### src/rtl/psw_cfg.svh
`ifndef PSW_CFG_SVH
`define PSW_CFG_SVH
`define PSW_CLK_PERIOD_PS   4000
`define PSW_WHP_MIN_PS      5000
`define PSW_WHP_MIN_CYC     ((`PSW_WHP_MIN_PS + `PSW_CLK_PERIOD_PS - 1) / `PSW_CLK_PERIOD_PS)
`define PSW_WLRL_MIN_BCLK   1
`define PSW_LONG_RUN_COUNT  50
`define PSW_ADDR_W          21
`define PSW_DATA_W          16
`define PSW_LAT_RESET       3'h5
`endif

### src/rtl/psw_pkg.sv
package psw_pkg;
  typedef struct packed {
    logic        chip_select_n;
    logic        write_strobe_n;
    logic        upper_byte_strobe_n;
    logic        lower_byte_strobe_n;
    logic        address_valid_strobe_n;
    logic        output_enable_n;
  } psw_ctl_t;
  typedef enum logic [1:0] {
    PSW_IDLE  = 2'b00,
    PSW_WRITE = 2'b01,
    PSW_GAP   = 2'b11
  } psw_state_t;
endpackage : psw_pkg

### src/rtl/psw_core.sv
`timescale 1ns/1ps
`include "psw_cfg.svh"
// Contract
// - write only during chip select and strobe overlap
// - update only lanes whose byte strobes are low
// - write ends at first of select/strobe rising
// - burst clock ignored during asynchronous write
// - repeated writes: strobe gap 5ns..latency-1 clocks
// - output enable high; wait output stays released
module psw_core
  import psw_pkg::*;
#(
  parameter int ADDR_W = `PSW_ADDR_W,
  parameter int DATA_W = `PSW_DATA_W,
  parameter int DEPTH  = 256
) (
  input  wire logic                  clk_sys_in,
  input  wire logic                  srst_in,
  input  wire psw_pkg::psw_ctl_t     ctl_in,
  input  wire logic [ADDR_W-1:0]     addr_in,
  input  wire logic [DATA_W-1:0]     data_in,
  input  wire logic                  burst_clk_in,
  input  wire logic                  low_adv_mode_in,
  input  wire logic [2:0]            read_latency_in,
  input  wire logic [ADDR_W-1:0]     rd_addr_in,
  output logic      [DATA_W-1:0]     rd_data_out,
  output logic                       wait_out,
  output logic                       wait_oe_out,
  output logic                       write_done_out,
  output logic                       gap_error_out
);
  import psw_pkg::*;

  localparam int IDX_W = $clog2(DEPTH);
  localparam int WHP_MIN = `PSW_WHP_MIN_CYC;

  if (DATA_W != 16 || DEPTH < 2 || IDX_W > ADDR_W)
  begin : g_bad_params
    $error("psw_core: unsupported parameters");
  end

  // pins come from the host's domain: four flops each
  logic cs_n_s;
  logic we_n_s;
  logic ub_n_s;
  logic lb_n_s;
  logic adv_n_s;
  logic bclk_s;
  psw_sync3 u_cs  (.clk_sys_in(clk_sys_in), .srst_in(srst_in),
                   .d_in(ctl_in.chip_select_n), .q_out(cs_n_s));
  psw_sync3 u_we  (.clk_sys_in(clk_sys_in), .srst_in(srst_in),
                   .d_in(ctl_in.write_strobe_n), .q_out(we_n_s));
  psw_sync3 u_ub  (.clk_sys_in(clk_sys_in), .srst_in(srst_in),
                   .d_in(ctl_in.upper_byte_strobe_n), .q_out(ub_n_s));
  psw_sync3 u_lb  (.clk_sys_in(clk_sys_in), .srst_in(srst_in),
                   .d_in(ctl_in.lower_byte_strobe_n), .q_out(lb_n_s));
  psw_sync3 u_adv (.clk_sys_in(clk_sys_in), .srst_in(srst_in),
                   .d_in(ctl_in.address_valid_strobe_n), .q_out(adv_n_s));
  psw_sync3 #(.RESET_VAL(1'b0)) u_bclk (.clk_sys_in(clk_sys_in), .srst_in(srst_in),
                   .d_in(burst_clk_in), .q_out(bclk_s));

  // four flops match the synchroniser's latency, so the last cycle of a window
  // still uses the address and data that stood when the strobe rose
  logic [ADDR_W-1:0] addr_d1_r;
  logic [ADDR_W-1:0] addr_d2_r;
  logic [ADDR_W-1:0] addr_d3_r;
  logic [ADDR_W-1:0] addr_d4_r;
  logic [DATA_W-1:0] data_d1_r;
  logic [DATA_W-1:0] data_d2_r;
  logic [DATA_W-1:0] data_d3_r;
  logic [DATA_W-1:0] data_d4_r;
  always_ff @(posedge clk_sys_in)
  begin
    addr_d1_r <= addr_in;
    addr_d2_r <= addr_d1_r;
    addr_d3_r <= addr_d2_r;
    addr_d4_r <= addr_d3_r;
    data_d1_r <= data_in;
    data_d2_r <= data_d1_r;
    data_d3_r <= data_d2_r;
    data_d4_r <= data_d3_r;
  end

  // address latch: captured while advance strobe is low
  logic [ADDR_W-1:0] addr_lat_r;
  always_ff @(posedge clk_sys_in)
  begin
    if (srst_in)
      addr_lat_r <= '0;
    else if (!adv_n_s)
      addr_lat_r <= addr_d4_r;
  end

  wire               overlap   = !cs_n_s && !we_n_s;
  wire [ADDR_W-1:0]  eff_addr  = low_adv_mode_in ? addr_d4_r : addr_lat_r;
  wire [IDX_W-1:0]   wr_idx    = eff_addr[IDX_W-1:0];
  wire               wr_hi     = overlap && !ub_n_s;
  wire               wr_lo     = overlap && !lb_n_s;

  // storage: the burst clock plays no part in the write path
  logic [DATA_W-1:0] mem_r [DEPTH];
  always_ff @(posedge clk_sys_in)
  begin
    if (wr_hi)
      mem_r[wr_idx][15:8] <= data_d4_r[15:8];
    if (wr_lo)
      mem_r[wr_idx][7:0] <= data_d4_r[7:0];
  end

  psw_state_t state_r;
  psw_state_t state_nxt;
  logic        wait_r;
  logic [15:0] gap_cnt_r;
  logic [7:0]  run_cnt_r;
  logic [2:0]  bedge_cnt_r;
  logic        bclk_d_r;
  logic        done_r;
  logic        gerr_r;
  logic [DATA_W-1:0] rd_r;

  wire bclk_rise = bclk_s && !bclk_d_r;
  wire [2:0] gap_max = read_latency_in - 3'h1;

  always_comb
  begin
    state_nxt = state_r;
    unique case (state_r)
      PSW_IDLE:  if (overlap) state_nxt = PSW_WRITE;
      PSW_WRITE: if (!overlap) state_nxt = cs_n_s ? PSW_IDLE : PSW_GAP;
      PSW_GAP:
      begin
        if (overlap)
          state_nxt = PSW_WRITE;
        else if (cs_n_s)
          state_nxt = PSW_IDLE;
      end
      default:   state_nxt = PSW_IDLE;
    endcase
  end

  always_ff @(posedge clk_sys_in)
  begin
    if (srst_in)
    begin
      state_r     <= PSW_IDLE;
      wait_r      <= 1'b0;
      gap_cnt_r   <= '0;
      run_cnt_r   <= '0;
      bedge_cnt_r <= '0;
      bclk_d_r    <= 1'b0;
      done_r      <= 1'b0;
      gerr_r      <= 1'b0;
      rd_r        <= '0;
    end
    else
    begin
      state_r  <= state_nxt;
      bclk_d_r <= bclk_s;
      rd_r     <= mem_r[rd_addr_in[IDX_W-1:0]];
      done_r   <= (state_r == PSW_WRITE) && !overlap;
      wait_r   <= 1'b0;
      if (state_r == PSW_GAP)
      begin
        gap_cnt_r <= (gap_cnt_r == 16'hFFFF) ? gap_cnt_r : gap_cnt_r + 16'h1;
        if (bclk_rise && bedge_cnt_r != 3'h7)
          bedge_cnt_r <= bedge_cnt_r + 3'h1;
      end
      else
      begin
        gap_cnt_r   <= '0;
        bedge_cnt_r <= '0;
      end
      // gap that is too short or spans latency-1 clock edges is flagged
      if (state_r == PSW_GAP && overlap)
        gerr_r <= (gap_cnt_r < 16'(WHP_MIN)) || (bedge_cnt_r >= gap_max);
      else if (cs_n_s)
        gerr_r <= 1'b0;
      // run count only observes; a long run relies on the host's wider pulse
      if (cs_n_s)
        run_cnt_r <= '0;
      else if ((state_r == PSW_WRITE) && !overlap && run_cnt_r != 8'hFF)
        run_cnt_r <= run_cnt_r + 8'h1;
    end
  end

  assign rd_data_out    = rd_r;
  assign write_done_out = done_r;
  assign gap_error_out  = gerr_r;
  // wait pin is never driven in this mode
  assign wait_out       = wait_r;
  assign wait_oe_out    = wait_r;

  overlap_start_a: assert property (@(posedge clk_sys_in) disable iff (srst_in)
    (state_r == PSW_IDLE && overlap) |=> state_r == PSW_WRITE)
    else $error("write window not opened on overlap");
  end_first_a: assert property (@(posedge clk_sys_in) disable iff (srst_in)
    (state_r == PSW_WRITE && !overlap) |=> (write_done_out && state_r != PSW_WRITE))
    else $error("write not ended at first rising");
  lane_mask_a: assert property (@(posedge clk_sys_in) disable iff (srst_in)
    (overlap && ub_n_s) |-> !wr_hi)
    else $error("upper lane written without strobe");
  no_write_a: assert property (@(posedge clk_sys_in) disable iff (srst_in)
    (!overlap) |-> !(wr_hi || wr_lo))
    else $error("write outside window");
  wait_hiz_a: assert property (@(posedge clk_sys_in) disable iff (srst_in)
    !wait_oe_out)
    else $error("wait pin driven");
  low_adv_a: assert property (@(posedge clk_sys_in) disable iff (srst_in)
    low_adv_mode_in |-> eff_addr == addr_d4_r)
    else $error("low-advance address not from pins");
  latch_hold_a: assert property (@(posedge clk_sys_in) disable iff (srst_in)
    adv_n_s |=> $stable(addr_lat_r))
    else $error("address latch moved while strobe high");
  gap_check_a: assert property (@(posedge clk_sys_in) disable iff (srst_in)
    (state_r == PSW_GAP && overlap && gap_cnt_r < 16'(WHP_MIN)) |=> gap_error_out)
    else $error("short strobe gap not flagged");
  clk_ignore_a: assert property (@(posedge clk_sys_in) disable iff (srst_in)
    (state_r == PSW_WRITE && overlap && $changed(bclk_s)) |=>
      (state_r == PSW_WRITE && !write_done_out))
    else $error("burst clock affected write");
  run_count_a: assert property (@(posedge clk_sys_in) disable iff (srst_in)
    cs_n_s |=> run_cnt_r == 8'h0)
    else $error("run counter not cleared");
endmodule : psw_core

### src/rtl/psw_sync3.sv
`timescale 1ns/1ps
// three-stage synchroniser; output moves only when stages two and three agree
module psw_sync3 #(
  parameter logic RESET_VAL = 1'b1
) (
  input  wire logic clk_sys_in,
  input  wire logic srst_in,
  input  wire logic d_in,
  output logic      q_out
);
  logic s1_r;
  logic s2_r;
  logic s3_r;
  logic q_r;
  wire  agree = (s2_r == s3_r);
  always_ff @(posedge clk_sys_in)
  begin
    if (srst_in)
    begin
      s1_r <= RESET_VAL;
      s2_r <= RESET_VAL;
      s3_r <= RESET_VAL;
      q_r  <= RESET_VAL;
    end
    else
    begin
      s1_r <= d_in;
      s2_r <= s1_r;
      s3_r <= s2_r;
      if (agree)
        q_r <= s3_r;
    end
  end
  assign q_out = q_r;
endmodule : psw_sync3

### config.mk
export PLATFORM = sky130hd
export DESIGN_NAME = psw_core
export DESIGN_NICKNAME = d
export VERILOG_FILES = /design/src/rtl/psw_pkg.sv /design/src/rtl/psw_core.sv /design/src/rtl/psw_sync3.sv
export VERILOG_INCLUDE_DIRS = /design/src /design/src/rtl
export SDC_FILE = /design/constraint.sdc
export NUM_CORES = 2
export LEC_CHECK = 0
export BUFFER_PORTS_ARGS = -buffer_cell sky130_fd_sc_hd__buf_2
export CORE_MARGIN = 5
export CORE_UTILIZATION = 45
export DETAILED_ROUTE_END_ITERATION = 10
export SLEW_MARGIN = 40
export SYNTH_ARGS = -nofsm -noshare
export SYNTH_HDL_FRONTEND = slang
export SYNTH_HIERARCHICAL = 1
export SYNTH_SLANG_ARGS = --single-unit
### constraint.sdc
create_clock -name clk_sys_in -period 5.3 [get_ports clk_sys_in]
set_input_delay 1.59 -clock clk_sys_in [delete_from_list [all_inputs] [get_ports clk_sys_in]]
set_output_delay 1.59 -clock clk_sys_in [all_outputs]
set_load 0.02 [all_outputs]
==> flow_metrics.py <==
metrics = {
    "outcome": {
        "outcome": "finished clean",
    },
    "critical_path": {
        "critical_path.reg2reg.startpoint": "addr_lat_r[7]",
        "worst_path_max_delay_cell": "sky130_fd_sc_hd__nor4_1",
        "worstSetupEndpointType": "register",
        "cp_slowest_stage_delay_ns": 0.55,
        "worst_ep_required_time_ns": 6.20,
        "cell_count_of_the_worst_reg_to_reg_path": 5,
        "path_common_cell": "sky130_fd_sc_hd__buf_12",
        "timing.setup.critical_path_class": "input pin to register",
        "cp.arrival_ns": 5.15,
        "capture_instance_of_the_worst_register_to_register_path": "mem_r[109][7]",
        "reg2reg_slack_ns": 1.84,
        "path_cells": "buf_12 -> buf_12 -> buf_12 -> mux2i_1 -> o221ai_1 -> a221oi_1 -> nor4_1 -> buf_4 -> and4_1 -> nand3_1 -> nand3_1",
        "worstPathMaxFanout": 51,
        "worstSetupStartpointType": "input pin",
    },
    "cts": {
        "clk_root_buffer_cell": "sky130_fd_sc_hd__clkbuf_16",
        "worst_setup_hold_path_clk_slew_ns": 0.06,
        "cts_max_level": 5,
        "tritoncts": "yes",
        "clk_latency_worst_skew_pair_ns": 0.98,
        "cts.hold.buffers_added": 0,
        "clockBufferDepth": 4,
        "cts_inserted_buffers": 434,
        "post_cts.repair.setup_buffers": 0,
        "post_cts_resize_count": 0,
        "clock_sinks": 4264,
    },
    "sta": {
        "hold_ws_ns": 0.318,
        "timing.final.max_slew_violations": 0,
        "finalWorstPathRequiredPeriod_ns": 4.26,
        "fin_crit_sh_pct": 80.3,
        "finalSetupViolCount": 0,
        "timing.setup.tns_ns": 0,
        "fmaxAchievable_mhz": 235,
        "hold_violations": 0,
        "least_margin_pin_slew_ns": 0.991,
        "relSlewSlack_pct": 33.9,
        "setup_clock_skew_after_layout_ns": 0.0429,
        "grt_setup_unrepaired": "no",
    },
    "synthesis": {
        "number_of_flops_mapped_to_enable_cells_by_yosys": 4096,
        "ys_warn_count": 6,
        "synthesis.instances": 8018,
        "synth.ff_latch_count": 4264,
        "synth_area_per_cell_sq_um": 20.7,
        "ys_dominant_reg_cell": "sky130_fd_sc_hd__edfxtp_1",
        "yosys-top-cells-area": "sky130_fd_sc_hd__edfxtp_1 74%, sky130_fd_sc_hd__mux4_2 9.3%, sky130_fd_sc_hd__mux2i_1 3.0%, sky130_fd_sc_hd__mux4_1 2.3%, sky130_fd_sc_hd__dfxtp_1 2.0%",
        "yosysSeqAreaShare_pct": 76.2,
        "syn-cell-area_sq_mm": 0.166,
        "netlist.area_leader.share_pct": 74.2,
        "post_synth_num_cell_types": 100,
        "synth_async_sr_flop_share_pct": 0,
        "post-synth-top-area-cell": "sky130_fd_sc_hd__edfxtp_1",
    },
    "pwr": {
        "p_leak_nw": 60.5,
        "peak_ir_drop_on_the_vdd_network_uv": 277,
        "power_density_mw_per_mm2": 374,
    },
    "cells_and_area": {
        "layout_commonest_cell": "sky130_fd_sc_hd__edfxtp_1",
        "fillerInstances": 28524,
        "area_used_by_multi_input_combinational_logic_sq_mm": 0.0356,
        "fin_util_pct": 51.4,
        "area_delta_synth_final_pct": 13.5,
        "sequential_cell_area_sq_mm": 0.126,
        "post_layout_net_count": 8726,
        "mostFrequentLayoutCells": "4,096 x sky130_fd_sc_hd__edfxtp_1, 688 x sky130_fd_sc_hd__mux4_2, 540 x sky130_fd_sc_hd__nor2_1",
        "layout-drive-gt1-share_pct": 23.7,
    },
    "worst_hold_path": {
        "hold_path_depth": 0,
        "end_point_of_the_most_critical_hold_path": "data_d4_r[6]",
        "worstHoldPathType": "register to register",
        "hp-start": "data_d3_r[6]",
    },
    "die": {
        "die-area_sq_mm": 0.381,
        "boundaryPins": 91,
        "placement_rows": 222,
        "y_dimension_of_the_die_um": 617,
        "initial_core_util_pct": 45.3,
        "design.core.area_sq_mm": 0.366,
        "die-width_um": 617,
    },
    "global_route": {
        "grt_max_degree": 185,
        "globalRouteTotalUtil_pct": 22.9,
        "grt_first_pass_wirelength_mm": 629,
        "globalRoute.totalOverflow": 0,
        "antenna_violations_before_repair": 40,
        "first_global_vias": 83508,
    },
    "drt": {
        "drt_wirelength_mm": 445,
        "final_antenna_net_count": 0,
        "post_detailed_route_via_to_cell_ratio": 6.07,
        "detail_routed_net_length_per_standard_cell_um": 32.1,
        "drt_iter0_markers": 9680,
        "detail_route.drc_violations": 0,
        "detailedRoute.firstPassIterationCount": 8,
        "routed_via_count": 83996,
    },
    "placement": {
        "globalplace.congestion": 0.837,
        "place.port_buffers": 61,
        "place.detailed.hpwl_mm": 280,
    },
    "flow_run": {
        "timing.max_cap.violations": 0,
    },
}
flip-flops by register name, summed over array words and instances, names as in the netlist, 2 cells and up:
name / flops
addr_d1_r: 8
bedge_cnt_r: 3
gap_cnt_r: 16
addr_d2_r: 8
rd_data_out: 16
data_d2_r: 16
addr_d3_r: 8
mem_r: 4096
addr_d4_r: 8
addr_lat_r: 8
data_d1_r: 16
data_d4_r: 16
state_r: 2
data_d3_r: 16
critical path, delay by kind of cell:
kind,cells,cell delay [ns]
AO/OA/AOI/OAI,2,0.66
buffers and inverters,4,1.14
multiplexers,1,0.11
AND/OR/NAND/NOR,4,1.39
how the worst max path moves through the flow:
stage,startpoint,to,slack (ns),cells past startpoint
floorplan,data_d4_r[0],mem_r[0][0],1.07,0
global placement,rd_addr_in[0],rd_data_out[11],0.01,11
detailed placement,rd_addr_in[0],rd_data_out[11],0.05,11
CTS,rd_addr_in[0],rd_data_out[11],1.10,11
global route,rd_addr_in[0],rd_data_out[10],0.99,11
finish,rd_addr_in[0],rd_data_out[11],1.04,11
metrics by stage:
step	area (sq um)	cells	total power [W]	setup slack, ns
after floorplan	166000	8019	0.0398	1.07
final	188000	13840	0.0704	1.04
after global placement	174000	13019	0.0411	0.0138
after detailed placement	174000	13023	0.0411	0.0536
after CTS	188000	13817	0.0708	1.10
after global routing	188000	13823	0.0724	0.988
cells by family after synthesis:
family / share of synthesized area [%]
DFF: 76.2
muxes: 14.7
and+or+nand+nor: 3.13
AOI/OAI and AO/OA: 3.27
buffers and inverters: 2.53
xor gates and xnor gates: 0.0581
adders and majority gates: 0.0528
other: 0.00226
per-layer routing:
metal	GRT usage (%)	wire length (um)
met5	0	94
met4	7.23	15000
met3	3.95	36900
met2	36.3	211000
met1	32.7	181000
cells in the mapped netlist (16+ instances only):
| cell type | instances |
|---|---|
| sky130_fd_sc_hd__and2_1 | 17 |
| sky130_fd_sc_hd__a22o_1 | 17 |
| sky130_fd_sc_hd__o31ai_1 | 22 |
| sky130_fd_sc_hd__a21oi_1 | 116 |
| sky130_fd_sc_hd__buf_8 | 53 |
| sky130_fd_sc_hd__nor2b_1 | 18 |
| sky130_fd_sc_hd__nand2b_1 | 27 |
| sky130_fd_sc_hd__buf_12 | 20 |
| sky130_fd_sc_hd__nand2_1 | 189 |
| sky130_fd_sc_hd__a221oi_1 | 24 |
| sky130_fd_sc_hd__buf_2 | 80 |
| sky130_fd_sc_hd__edfxtp_1 | 4096 |
| sky130_fd_sc_hd__nand3_1 | 54 |
| sky130_fd_sc_hd__dfxtp_1 | 168 |
| sky130_fd_sc_hd__nor4_1 | 19 |
| sky130_fd_sc_hd__buf_1 | 31 |
| sky130_fd_sc_hd__clkbuf_8 | 69 |
| sky130_fd_sc_hd__a32oi_1 | 16 |
| sky130_fd_sc_hd__a22oi_1 | 73 |
| sky130_fd_sc_hd__buf_6 | 53 |
| sky130_fd_sc_hd__o221ai_1 | 149 |
| sky130_fd_sc_hd__a31oi_1 | 16 |
| sky130_fd_sc_hd__mux2i_1 | 493 |
| sky130_fd_sc_hd__or3_1 | 26 |
| sky130_fd_sc_hd__buf_4 | 54 |
| sky130_fd_sc_hd__nor2_1 | 594 |
| sky130_fd_sc_hd__o32ai_1 | 21 |
| sky130_fd_sc_hd__o22ai_1 | 108 |
| sky130_fd_sc_hd__nor3_1 | 89 |
| sky130_fd_sc_hd__mux4_1 | 148 |
| sky130_fd_sc_hd__a211oi_1 | 25 |
| sky130_fd_sc_hd__mux4_2 | 688 |
| sky130_fd_sc_hd__clkbuf_1 | 121 |
| sky130_fd_sc_hd__o21ai_0 | 84 |
power by group:
group | total, W | internal (W) | switching (W)
sequential | 0.0371 | 0.0370 | 0.000144
clock | 0.0300 | 0.0173 | 0.0127
combinational | 0.00332 | 0.00112 | 0.00219
total | 0.0704 | 0.0553 | 0.0150
area by class of cell:
cell class                 instances  share of cell area [%]
inverter                           8                  0.0206
clock inverter                   257                    1.24
sequential                      4264                    67.2
timing repair buffer             679                    3.26
tap                             4816                    3.20
clock buffer                     537                    6.14
multi-input combinational       3261                    18.9
antenna                           18                  0.0239
No activity file was read; power rests on OpenSTA's default activity.
